<file path="src/design/sac_consts.svh">
// timing counts and widths for the conversion and power-mode control block
`ifndef SAC_CONSTS_SVH
`define SAC_CONSTS_SVH
`define SAC_CLK_PERIOD_NS 100
`define SAC_CONV_TIME_NS 650
`define SAC_CONV_CYCLES ((`SAC_CONV_TIME_NS + `SAC_CLK_PERIOD_NS - 1) / `SAC_CLK_PERIOD_NS)
`define SAC_PWRUP_TIME_US 100
`define SAC_PWRUP_CYCLES ((`SAC_PWRUP_TIME_US * 1000) / `SAC_CLK_PERIOD_NS)
`define SAC_RESULT_BITS 12
`define SAC_BUSY_EDGES 13
`endif

</file>
<file path="src/design/sac_pkg.sv">
// types for the conversion and power-mode control block
package sac_pkg;
  typedef enum logic [3:0] {
    SAC_IDLE = 4'b0001,
    SAC_CONV = 4'b0010,
    SAC_DOWN = 4'b0100,
    SAC_WAKE = 4'b1000
  } sac_state_t;

  typedef struct packed {
    logic [2:0] cs_sync;
    logic [2:0] start_sync;
    logic [2:0] sclk_sync;
    sac_state_t state;
    logic [15:0] count;
    logic [11:0] shift;
    logic [3:0] edges;
    logic busy_en;
    logic drive;
    logic data;
    logic hold;
    logic powered;
    logic done;
  } sac_regs_t;
endpackage : sac_pkg

</file>
<file path="src/design/sac_conv_ctrl.sv">
// conversion timing, power-mode selection and serial result readout
`timescale 1ns/1ps
`include "sac_consts.svh"

module sac_conv_ctrl #(
  parameter int unsigned RESULT_BITS = `SAC_RESULT_BITS,
  parameter int unsigned PWRUP_CYCLES = `SAC_PWRUP_CYCLES
) (
  input wire logic ref_clk_i, // block clock, 10 MHz
  input wire logic reset_n_i, // asynchronous reset, active low
  input wire logic conversion_start_n_i, // conversion start pin, active low
  input wire logic frame_select_n_i, // frame select pin, active low
  input wire logic serial_clk_i, // serial clock pin from the host
  input wire logic [11:0] sample_code_i, // straight binary code from the analog core
  output logic serial_data_o, // serial data output
  output logic serial_data_oe_o, // high while the data pin is driven
  output logic sample_hold_o, // high while the sampler holds
  output logic powered_o, // high while analog circuitry is powered
  output logic conv_done_o // one-cycle pulse at conversion end
);

  // derived constants sized to the registers they load
  // counts are loaded at the start and run down to one, so a count of n spans n cycles
  // the serial clock needs half periods longer than the three-cycle sync and edge delay
  localparam logic [15:0] CONV_CYC = 16'(`SAC_CONV_CYCLES); // conversion length
  localparam logic [15:0] WAKE_CYC = 16'(PWRUP_CYCLES); // wake length
  localparam logic [3:0] LAST_EDGE = 4'(RESULT_BITS); // final data edge index

  // all state lives in one packed struct
  sac_pkg::sac_regs_t r; // registered state
  sac_pkg::sac_regs_t next_r; // next state
  logic start_fall; // falling edge of conversion start
  logic start_rise; // rising edge of conversion start
  logic cs_fall; // frame opens
  logic cs_rise; // frame closes
  logic sclk_fall; // serial clock fall
  logic start_lvl; // synchronised start level
  logic cs_lvl; // synchronised frame-select level
  logic conv_begin; // start edge taken from idle this cycle

  // edge finding reads only the second and third stages
  always_comb
  begin
    start_lvl = r.start_sync[1];
    cs_lvl = r.cs_sync[1];
    start_fall = r.start_sync[2] & ~r.start_sync[1];
    start_rise = ~r.start_sync[2] & r.start_sync[1];
    cs_fall = r.cs_sync[2] & ~r.cs_sync[1];
    cs_rise = ~r.cs_sync[2] & r.cs_sync[1];
    sclk_fall = r.sclk_sync[2] & ~r.sclk_sync[1];
    // a start edge counts only while idle; elsewhere it is refused
    // a frame opened by that same edge belongs to the busy decision at the end
    conv_begin = start_fall & (r.state == sac_pkg::SAC_IDLE);
  end

  // next-state logic for control, counters and shifter
  always_comb
  begin
    next_r = r;
    next_r.done = 1'b0;
    // pin levels shift through the synchronisers every cycle
    next_r.start_sync = {r.start_sync[1:0], conversion_start_n_i};
    next_r.cs_sync = {r.cs_sync[1:0], frame_select_n_i};
    next_r.sclk_sync = {r.sclk_sync[1:0], serial_clk_i};
    // control sequence: idle, converting, powered down, waking
    case (r.state)
      sac_pkg::SAC_IDLE:
      begin
        // a start fall while idle begins a conversion
        if (start_fall)
        begin
          next_r.state = sac_pkg::SAC_CONV;
          // the sampler holds from this edge until the count runs out
          next_r.hold = 1'b1;
          next_r.count = CONV_CYC;
        end
      end
      sac_pkg::SAC_CONV:
      begin
        // count down on the internal clock, not the serial clock
        if (r.count > 16'h0001)
        begin
          next_r.count = r.count - 16'h0001;
        end
        else
        begin
          // end of conversion: sampler back to tracking, result loaded, mode chosen
          next_r.count = 16'h0000;
          next_r.hold = 1'b0;
          next_r.done = 1'b1;
          next_r.shift = sample_code_i;
          next_r.edges = 4'h0;
          next_r.busy_en = ~cs_lvl;
          if (!start_lvl)
          begin
            next_r.state = sac_pkg::SAC_DOWN;
            next_r.powered = 1'b0;
          end
          else
          begin
            // start back high in time: stay fully powered
            next_r.state = sac_pkg::SAC_IDLE;
          end
          // busy mode: frame open at end drives low until first fall
          if (!cs_lvl)
          begin
            next_r.drive = 1'b1;
            next_r.data = 1'b0;
          end
        end
      end
      sac_pkg::SAC_DOWN:
      begin
        // analog side is off; only a rising start edge wakes it
        if (start_rise)
        begin
          next_r.state = sac_pkg::SAC_WAKE;
          // power returns at once; readiness waits for the count
          next_r.powered = 1'b1;
          next_r.count = WAKE_CYC;
        end
      end
      sac_pkg::SAC_WAKE:
      begin
        // starts are ignored until the wake count has run out
        if (r.count > 16'h0001)
        begin
          next_r.count = r.count - 16'h0001;
        end
        else
        begin
          next_r.count = 16'h0000;
          // ready again; the next start fall begins a conversion
          next_r.state = sac_pkg::SAC_IDLE;
        end
      end
      default:
      begin
        // an illegal code falls back to idle
        next_r.state = sac_pkg::SAC_IDLE;
      end
    endcase
    // readout runs in every state except conversion, power-down included
    if (r.state != sac_pkg::SAC_CONV)
    begin
      // frame close always releases the pin and ends busy mode
      if (cs_rise)
      begin
        next_r.drive = 1'b0;
        next_r.busy_en = 1'b0;
      end
      else if (cs_fall && !r.busy_en && !conv_begin)
      begin
        // a frame opened with a start stays quiet until the conversion ends
        // msb appears on the frame-select fall
        next_r.drive = 1'b1;
        next_r.data = r.shift[11];
        next_r.shift = {r.shift[10:0], 1'b0};
        next_r.edges = 4'h1;
      end
      // falls while the frame is closed or the pin released are ignored
      else if (sclk_fall && !cs_lvl && r.drive)
      begin
        // each fall moves the next bit; the edge after the lsb releases
        if (r.edges == (r.busy_en ? 4'(`SAC_BUSY_EDGES) - 4'h1 : LAST_EDGE))
        begin
          next_r.drive = 1'b0;
        end
        else
        begin
          next_r.data = r.shift[11];
          next_r.shift = {r.shift[10:0], 1'b0};
        end
        next_r.edges = r.edges + 4'h1;
      end
    end
  end

  // single state register
  // reset loads the idle start and frame-select levels and a low serial clock, so no false fall follows reset
  always_ff @(posedge ref_clk_i or negedge reset_n_i)
  begin
    if (!reset_n_i)
    begin
      r <= '{cs_sync: 3'h7, start_sync: 3'h7, sclk_sync: 3'h0, state: sac_pkg::SAC_IDLE,
             count: 16'h0000, shift: 12'h000, edges: 4'h0, busy_en: 1'b0, drive: 1'b0,
             data: 1'b0, hold: 1'b0, powered: 1'b1, done: 1'b0};
    end
    else
    begin
      r <= next_r;
    end
  end

  // data, hold, power and done outputs straight from flip-flops
  assign serial_data_o = r.data;
  // enable also follows the synchronised frame level so the pin lets go promptly
  assign serial_data_oe_o = r.drive & ~cs_lvl;
  assign sample_hold_o = r.hold;
  assign powered_o = r.powered;
  assign conv_done_o = r.done;

endmodule : sac_conv_ctrl

</file>
<file path="config.mk">
export PLATFORM = sky130hd
export DESIGN_NAME = sac_conv_ctrl
export DESIGN_NICKNAME = d
export VERILOG_FILES = /design/src/design/sac_pkg.sv /design/src/design/sac_conv_ctrl.sv
export VERILOG_INCLUDE_DIRS = /design/src /design/src/design
export SDC_FILE = /design/constraint.sdc
export NUM_CORES = 1
export LEC_CHECK = 0
export ABC_AREA = 1
export BUFFER_PORTS_ARGS = -buffer_cell sky130_fd_sc_hd__buf_2
export CAP_MARGIN = 20
export CORE_MARGIN = 3
export CORE_UTILIZATION = 35
export DETAILED_ROUTE_END_ITERATION = 10
export RECOVER_POWER = 25
export SLEW_MARGIN = 10
export SYNTH_ARGS = -nofsm -noshare
export SYNTH_HDL_FRONTEND = slang
export SYNTH_SLANG_ARGS = --single-unit
</file>
<file path="constraint.sdc">
create_clock -name ref_clk_i -period 2.9 [get_ports ref_clk_i]
set_input_delay 0.29 -clock ref_clk_i [delete_from_list [all_inputs] [get_ports ref_clk_i]]
set_output_delay 0.29 -clock ref_clk_i [all_outputs]
set_load 0.005 [all_outputs]
</file>
==> impl_metrics.csv, run 1 <==
group,metric,value,unit
run_status,status,"complete, no violations",
worst_setup_path,crit_family,"simple AND/OR/NAND/NOR gates",
timing,skew,0.01184,ns
route,firstDrtPassIters,5,
pwr,switching_power,1.113,mW
final_layout,antenna_cells,0,
timing,period_needed,2.041,ns
placement,io_buffers,21,
final_layout,nFillCells,915,
worst_hold_path,hold_path_class,"in -> reg",
worst_setup_path,cp_max_fo,13,
pwr,pwr-share-clk,16.7,%
final_layout,nets,466,
grt,grt_overflow_total,0,
synthesis,synth.distinct_cells,26,
timing,period_share,70.37,%
grt,track_usage,14.57,%
cts,cts-hold-fix-buffers,0,
pwr,combPwrFrac,43.7,%
timing,fin_setup_tns,0,ns
pwr,pwr-share-seq,39.7,%
worst_setup_path,path_buf_inv,2,
grt,grt_pass1_wl,11850,um
synthesis,ys_warn_count,0,
die,start_util,36.08,%
worst_setup_path,path_cells,"inv_1 > ha_1 > inv_1 > nand2_1 > nand2_1 > nor2_1 > nand3_1 > nor2_1 > o21ai_0 > nor2_1",
synthesis,yosysSeqAreaShare,43.18,%
route,drt_iter0_markers,131,
timing,finalSetupViolCount,0,
cts,cts_buffer_depth,2,
cts,path_clk_slew,0.10,ns
worst_setup_path,r2r_setup_slack,0.86,ns
route,wirelength,6658,um
placement,dp_hpwl,4783,um
cts,clock_latency,0.31,ns
grt,grt_pass1_vias,2762,
cts,cts_resized,0,
worst_setup_path,cp_common_cell,"nor2_1",
cts,clock_sinks,51,
die,dieHeight,98.26,um
pwr,powerDensity,759.6,nW/um^2
pwr,leakagePower,1.821,nW
die,ios,22,
cts,htree_num_levels,2,
placement,globalplace.congestion,0.8497,
pwr,fin_total_pwr,2.478,mW
worst_setup_path,worstPathRequired,3.14,ns
route,drc,0,
synthesis,synth_nets,445,
synthesis,synth.avg_cell_area,7.026,um^2
synthesis,postSynthCellCount,424,
die,core_region_area,8258,um^2
timing,fmax,0.4900,GHz
worst_setup_path,crit_slowest_cell,"dfrtp_1",
route,ant_nets,0,
pwr,ir_worst_vdd,0.3521,mV
worst_setup_path,max_stage_delay,0.42,ns
worst_setup_path,endpoint_kind,"flop",
cts,post-cts-setup-buffer-count,0,
timing,final_hold_viol_count,0,
timing,relSlewSlack,18.91,%
synthesis,synthesis.area,2979,um^2
timing,worstMarginPinSlew,1.216,ns
final_layout,postLayoutCoreUtil,39.50,%
timing,rsz0062_at_grt,"no",
final_layout,syn2layout_area_growth,9.492,%
worst_setup_path,worstPathArrival,2.28,ns
cts,cts_root_buf,"clkbuf_8",
pwr,switching_share,44.92,%
die,rows,33,
route,vias,2679,
final_layout,layout-drive-gt1-share,12.56,%
flow_run,max_cap_viol_count,0,
pwr,p_int,1.365,mW
worst_setup_path,start_kind,"flop",
worst_setup_path,path_class,"reg -> reg",
grt,grt_max_degree,48,
route,wl_per_cell,12.08,um
grt,antenna_found_initial,0,
synthesis,synth_seq_cells,51,
route,viasPerCell,4.862,
die,die_area,9655,um^2
timing,slew_viol_final,0,
die,die_w,98.26,um
cts,cts_tree,"done",
cts,cts_buffers,5,
-- layout by cell type (no fill, tap or decap) --
cell type and instances:
a31oi_1 1, nand2_2 3, a21oi_4 1, clkinv_2 1, clkbuf_8 5, clkbuf_1 1, clkinv_4 1, xor2_1 2
nor2_2 6, nor3_1 2, nor2_1 37, inv_1 74, o21ai_0 9, nand2_4 1, a21boi_0 1, nand3_1 44
nand3_2 1, buf_2 20, nand3_4 1, o21ai_1 7, nand4_1 23, nand3b_1 1, inv_2 4, buf_4 1
nor2_4 2, clkbuf_2 1, nand2_1 135, dfrtp_1 43, a21oi_1 6, ha_1 4, dfstp_2 8
-- per-layer routing --
metal	track usage, %	wire length (um)	vias to the layer above
met5	0	0	-
met4	5.357	76	0
met3	3.357	259	8
met2	25.08	3218	55
met1	17.81	3104	1251
li1	-	-	1365
-- synthesized netlist by cell type (all sizes together) --
library cell,instances,area share [%]
dfstp,8,7.1
nand3,46,8.3
nor3,2,0.34
o21ai,16,2.7
a31oi,1,0.21
xor2,2,0.59
a21boi,1,0.25
nand3b,1,0.25
inv,78,9.8
buf,8,1.6
a21oi,7,1.6
dfrtp,43,36
nand2,139,18
nor2,45,6.7
ha,4,1.7
nand4,23,4.8
-- kinds of logic after synthesis --
family          after synthesis  synth area share [%]
compound gates               25                 4.704
xor+xnor                      2                0.5881
fa+ha+maj                     4                 1.680
buf+inv                      86                 11.42
flops                        51                 43.18
simple gates                256                 38.43
-- worst reg2reg max path, delay by kind of cell (launching register included) --
family / cells / cell delay (ns)
buf+inv: 2 / 0.23
compound gates: 1 / 0.10
fa+ha+maj: 1 / 0.26
flops: 1 / 0.42
simple gates: 6 / 0.97
-- flip-flops by register name (all words and copies together) (netlist names) --
register and count:
powered_o 1, cs_lvl 1, r 41, next_r 5
conv_done_o 1, serial_data_o 1, sample_hold_o 1
-- cell type report --
| class | count | area (um^2) | share of cell area, % |
|---|---|---|---|
| multi-input combinational | 287 | 1353 | 41.47 |
| sequential | 51 | 1286 | 39.43 |
| inverter | 78 | 292.8 | 8.976 |
| tap | 105 | 131.4 | 4.028 |
| timing repair buffer | 22 | 112.6 | 3.452 |
| clock buffer | 6 | 72.57 | 2.225 |
| clock inverter | 2 | 13.76 | 0.4219 |
-- through the flow --
stage | cells | instance area (um^2) | hold slack, ns | worst slack [ns]
after floorplan | 424 | 2979 | -0.005591 | 1.233
final | 551 | 3262 | 0.07656 | 0.8592
after global placement | 543 | 3176 | 0.3328 | 0.9029
after CTS | 551 | 3262 | 0.06316 | 0.8511
after detailed placement | 543 | 3176 | 0.3356 | 0.8704
after global routing | 551 | 3262 | 0.05004 | 0.5853
-- path summary, 6_finish.rpt --
| check | startpoint | end | cells past startpoint |
|---|---|---|---|
| max | r[22]$_DFFE_PN0P_ | r[10]$_DFF_PN0_ | 10 |
| min | frame_select_n_i | next_r[49]$_DFF_PN1_ | 1 |
| max reg2reg | r[22]$_DFFE_PN0P_ | r[10]$_DFF_PN0_ | 10 |
| min reg2reg | next_r[43]$_DFF_PN0_ | next_r[44]$_DFF_PN0_ | 0 |
| max in group asynchronous | reset_n_i | powered_o$_DFFE_PN1P_ | 2 |
| min in group asynchronous | reset_n_i | serial_data_o$_DFF_PN0_ | 1 |
-- power by group through the flow --
stage	clock network [mW]	logic (mW)	registers, mW
5_1_grt	0.470	1.27	1.00
2_1_floorplan	0	0.849	0.967
4_1_cts	0.444	1.09	0.982
6_report	0.413	1.08	0.983
3_5_place_dp	0	1.08	0.996
3_3_place_gp	0	1.07	0.995
No activity file was read; power rests on OpenSTA's default activity.
==> run 2, diff against run 1 <==
==> constraint.sdc (replaced) <==
create_clock -name ref_clk_i -period 1.8 [get_ports ref_clk_i]
set_input_delay 0.18 -clock ref_clk_i [delete_from_list [all_inputs] [get_ports ref_clk_i]]
set_output_delay 0.18 -clock ref_clk_i [all_outputs]
set_load 0.005 [all_outputs]
==> impl_metrics.csv, run 2 (synthesis results as in run 1) <==
group,metric,value,unit
run_status,status,"complete, no violations",
cts,cts_buffers,5,
die,core_region_area,8258,um^2
route,drt_iter0_markers,183,
pwr,powerDensity,1222,nW/um^2
timing,relSlewSlack,58.86,%
grt,grt_use_met1,20.06,%
timing,period_share,93.50,%
grt,grt_pass1_wl,11990,um
final_layout,layout-drive-gt1-share,16.06,%
grt,met3_usage,2.643,%
grt,top_usage_layer,"met2",
worst_setup_path,worstPathArrival,1.89,ns
route,viasPerCell,4.780,
placement,place_ws,-0.04964,ns
final_layout,largest_reg_flops,41,
die,die_w,98.26,um
die,dieHeight,98.26,um
worst_setup_path,start_kind,"flop",
cts,path_clk_slew,0.10,ns
timing,period_needed,1.683,ns
grt,grt_pass1_vias,2575,
worst_hold_path,hold_path_class,"in -> reg",
timing,layout_setup_ws,0.1169,ns
route,drc,0,
cts,cts_tree,"done",
final_layout,nets,487,
final_layout,top_register,"r",
route,ant_nets,0,
worst_setup_path,cp_max_fo,10,
route,vias,2734,
pwr,leakagePower,1.924,nW
worst_setup_path,endpoint_kind,"flop",
die,start_util,36.08,%
die,rows,33,
die,die_area,9655,um^2
cts,htree_num_levels,2,
placement,globalplace.congestion,0.8447,
cts,clock_latency,0.31,ns
worst_setup_path,path_class,"reg -> reg",
route,firstDrtPassIters,5,
route,wl_per_cell,12.12,um
cts,cts_root_buf,"clkbuf_8",
final_layout,final_common_cell,"nand2_1",
placement,dp_hpwl,4985,um
die,ios,22,
flow_run,max_cap_viol_count,0,
final_layout,nFillCells,856,
final_layout,mostFrequentLayoutCells,"nand2_1, inv_1, nand3_1",
grt,use_met2,25.08,%
cts,clock_sinks,51,
final_layout,antenna_cells,0,
timing,fmax,0.5941,GHz
timing,holdWs,0.1372,ns
grt,antenna_found_initial,0,
timing,skew,0.01566,ns
grt,grt_overflow_total,0,
timing,finalSetupViolCount,0,
route,wirelength,6932,um
timing,worstMarginPinSlew,0.6171,ns
timing,slew_viol_final,0,
grt,grt_max_degree,30,
cts,cts_buffer_depth,2,
pwr,ir_worst_vdd,0.7637,mV
worst_setup_path,worstPathRequired,2.01,ns
grt,track_usage,14.86,%
timing,final_hold_viol_count,0,
final_layout,syn2layout_area_growth,17.77,%
timing,rsz0062_at_grt,"yes",
placement,io_buffers,21,
[run 2: where the power goes]
group | switching, mW | internal [mW]
Combinational | 1.25 | 0.635
Clock | 0.398 | 0.416
Sequential | 0.192 | 1.40
[run 2: area by class of cell]
cell class              count  area, um^2  share of cell area, %
multi-input cells         288        1383                  39.41
well taps                 105       131.4                  3.745
flip-flops and latches     51        1286                  36.66
clock inverters             2       37.54                  1.070
inverters                  78       292.8                  8.345
clock buffers               6       72.57                  2.068
repair buffers             42       305.3                  8.702
[run 2: worst max-delay path: stages, from the launching register on]
cell and delay (ns):
dfrtp_1 0.42, inv_2 0.09, ha_4 0.16, inv_1 0.05, nand2_1 0.08, nand3_1 0.12
nor2_4 0.18, buf_12 0.12, buf_6 0.13, nand4_1 0.09, nand3_1 0.09, nand2_1 0.05
[run 2: path summary, 6_finish.rpt]
| check | cells after the start | slack (ns) | to | startpoint |
|---|---|---|---|---|
| min reg2reg | 0 | 0.35 | cs_lvl$_DFF_PN1_ | next_r[49]$_DFF_PN1_ |
| min | 3 | 0.14 | r[10]$_DFF_PN0_ | sample_code_i[0] |
| max | 11 | 0.12 | r[20]$_DFF_PN0_ | r[22]$_DFFE_PN0P_ |
| max reg2reg | 11 | 0.12 | r[20]$_DFF_PN0_ | r[22]$_DFFE_PN0P_ |
| max in group asynchronous | 3 | 0.74 | next_r[47]$_DFF_PN1_ | reset_n_i |
| min in group asynchronous | 2 | 0.40 | r[7]$_DFF_PN0_ | reset_n_i |
[run 2: per-stage QoR]
step	cell area, um^2	utilization, %	std cells	setup TNS (ns)	power [mW]
after floorplan	2979	-	424	0	2.926
after global placement	3263	39.52	553	-0.04505	3.385
after detailed placement	3263	39.52	553	-0.09614	3.418
after CTS	3426	41.48	566	0	4.264
after global routing	3508	42.48	572	-0.04084	4.697
final	3508	42.48	572	0	4.289
[run 2: timing repair]
action                                 CTS  global route
hold buffers                             4             0
setup endpoints to repair               14            32
buffers inserted                         0             6
gates resized for setup                  1             7
gates cloned                             1             0
endpoints found under the hold margin   22             0
pin swaps                                1             3
[run 2: layer usage]
metal  share of wire, %  routed length (um)  up-vias
li1                   -                   -     1410
met2                 48                3303       56
met5                  0                   0        -
met3                3.9                 268        7
met4               0.94                  65        0
met1                 48                3295     1261
==> run 3, diff against run 2 <==
--- a/config.mk
+++ b/config.mk
@@ -7,13 +7,12 @@
 export NUM_CORES = 1
 export LEC_CHECK = 0
 export ABC_AREA = 1
-export BUFFER_PORTS_ARGS = -buffer_cell sky130_fd_sc_hd__buf_2
+export BUFFER_PORTS_ARGS = -buffer_cell sky130_fd_sc_hd__clkbuf_2
 export CAP_MARGIN = 20
 export CORE_MARGIN = 3
 export CORE_UTILIZATION = 35
 export DETAILED_ROUTE_END_ITERATION = 10
 export RECOVER_POWER = 25
-export SLEW_MARGIN = 10
 export SYNTH_ARGS = -nofsm -noshare
 export SYNTH_HDL_FRONTEND = slang
 export SYNTH_SLANG_ARGS = --single-unit
==> impl_metrics.csv, run 3 (synthesis results as in run 1) <==
group,metric,value,unit
run_status,status,"complete, no violations",
route,firstDrtPassIters,4,
route,drc,0,
die,ios,22,
timing,fin_setup_tns,0,ns
placement,globalplace.congestion,0.8213,
placement,dp_hpwl,5114,um
cts,cts_buffers,5,
worst_hold_path,hold_start,"sample_code_i[0]",
grt,met3_usage,2.286,%
grt,track_usage,14.59,%
timing,fmax,0.5990,GHz
pwr,combPwrFrac,43.4,%
pwr,ir_worst_vdd,0.6134,mV
grt,top_usage_layer,"met2",
worst_setup_path,timing.rr.start,"r[22]$_DFFE_PN0P_",
route,drt_iter0_markers,130,
route,vias,2691,
pwr,switching_share,43.08,%
grt,antenna_found_initial,0,
timing,final_hold_viol_count,0,
route,ant_nets,0,
die,rows,33,
timing,rsz0062_at_grt,"yes",
worst_setup_path,worstPathRequired,2.01,ns
final_layout,antenna_cells,0,
worst_hold_path,worstHoldEndpoint,"r[10]$_DFF_PN0_",
timing,skew,0.006614,ns
route,wl_per_cell,11.97,um
cts,cts_root_buf,"clkbuf_8",
cts,clock_sinks,51,
cts,cts_buffer_depth,2,
final_layout,nets,486,
timing,period_share,92.75,%
grt,grt_pass1_vias,2640,
final_layout,nFillCells,872,
die,die_area,9655,um^2
pwr,leakagePower,1.926,nW
final_layout,mostFrequentLayoutCells,"nand2_1, inv_1, nand3_1",
pwr,switching_power,1.843,mW
pwr,fin_total_pwr,4.277,mW
placement,io_buffers,21,
timing,period_needed,1.669,ns
pwr,pwr-share-seq,37.1,%
cts,path_clk_slew,0.10,ns
worst_setup_path,r2r_end,"r[14]$_DFF_PN0_",
route,wirelength,6835,um
final_layout,final_common_cell,"nand2_1",
final_layout,syn2layout_area_growth,17.18,%
die,dieHeight,98.26,um
worst_setup_path,reg2reg_depth,11,
grt,grt_use_met1,20.13,%
route,viasPerCell,4.713,
cts,clock_latency,0.31,ns
worst_hold_path,hold_depth,3,
cts,htree_num_levels,2,
timing,relSlewSlack,35.23,%
grt,grt_overflow_total,0,
grt,grt_pass1_wl,11820,um
pwr,pwr-share-clk,19.5,%
cts,cts_tree,"done",
worst_setup_path,r2r_setup_slack,0.13,ns
die,die_w,98.26,um
final_layout,top_register,"r",
final_layout,postLayoutCoreUtil,42.27,%
grt,use_met2,24.55,%
timing,worstMarginPinSlew,0.9715,ns
timing,slew_viol_final,0,
timing,finalSetupViolCount,0,
final_layout,largest_reg_flops,41,
worst_setup_path,worstPathArrival,1.88,ns
worst_setup_path,path_class,"reg -> reg",
grt,grt_max_degree,26,
worst_setup_path,endpoint_kind,"flop",
worst_hold_path,hold_path_class,"in -> reg",
worst_setup_path,cp_max_fo,10,
flow_run,max_cap_viol_count,0,
pwr,p_int,2.434,mW
final_layout,layout-drive-gt1-share,15.45,%
die,core_region_area,8258,um^2
worst_setup_path,start_kind,"flop",
die,start_util,36.08,%
pwr,powerDensity,1225,nW/um^2
[run 3: cell count changes in the layout (fill, tap and decap cells not counted), moves of 2 or more]
| cell | change |
|---|---|
| buf_2 | -20 |
| inv_1 | +2 |
| inv_2 | -2 |
| clkbuf_2 | +19 |
[run 3: layer usage]
metal  share of wire, %  wire length (um)  up-vias
met5                  0                 0        -
met3                3.5               238        7
met2                 47              3244       48
met4               0.69                47        0
met1                 48              3304     1229
li1                   -                 -     1407
[run 3: stage by stage]
step / std cells / cell area, um^2 / setup slack (ns) / hold WS (ns)
floorplan: 424 / 2979 / 0.1333 / -0.1156
global placement: 557 / 3293 / 0.1705 / 0.1451
detailed placement: 557 / 3293 / 0.1245 / 0.1456
CTS: 569 / 3448 / 0.1075 / 0.1212
global route: 571 / 3491 / -0.004660 / 0.1240
finish: 571 / 3491 / 0.1306 / 0.1358
[run 3: power by group through the flow]
| stage | sequential (mW) | combinational, mW | clock, mW |
|---|---|---|---|
| floorplan | 1.56 | 1.37 | 0 |
| finish | 1.59 | 1.85 | 0.835 |
| CTS | 1.59 | 1.84 | 0.861 |
| global placement | 1.60 | 1.80 | 0 |
| global route | 1.62 | 2.18 | 0.910 |
| detailed placement | 1.61 | 1.83 | 0 |
[run 3: layout make-up]
| class | count | area (um^2) | area share, % |
|---|---|---|---|
| multi-input cells | 288 | 1373 | 39.32 |
| repair buffers | 41 | 292.8 | 8.387 |
| clock buffers | 5 | 68.82 | 1.971 |
| well taps | 105 | 131.4 | 3.763 |
| flip-flops and latches | 51 | 1286 | 36.85 |
| clock inverters | 3 | 46.29 | 1.326 |
| inverters | 78 | 292.8 | 8.387 |
[run 3: repair_timing]
item / in CTS / in global routing
setup buffers: 0 / 1
endpoints found under the hold margin: 14 / 0
resized for setup: 0 / 4
hold buffers: 4 / 0
endpoints found under the setup margin: 0 / 22
[run 3: how the worst max path moves through the flow]
stage | start | end | cells after the start
2_1_floorplan | r[22]$_DFFE_PN0P_ | r[10]$_DFF_PN0_ | 10
3_3_place_gp | r[38]$_DFFE_PN1P_ | r[19]$_DFF_PN0_ | 8
3_5_place_dp | r[22]$_DFFE_PN0P_ | r[10]$_DFF_PN0_ | 9
4_1_cts | r[22]$_DFFE_PN0P_ | r[11]$_DFF_PN0_ | 10
5_1_grt | r[22]$_DFFE_PN0P_ | r[18]$_DFF_PN0_ | 11
6_report | r[22]$_DFFE_PN0P_ | r[14]$_DFF_PN0_ | 11
[run 3: critical path, cell delays in order (launching register included)]
cell and delay (ns):
dfrtp_1 0.42, inv_1 0.09, ha_2 0.20, inv_1 0.06, nand2_1 0.07, nand3_1 0.12, nor2_4 0.14, buf_12 0.13
buf_6 0.13, nand4_1 0.08, nand3_1 0.09, nand2_1 0.05
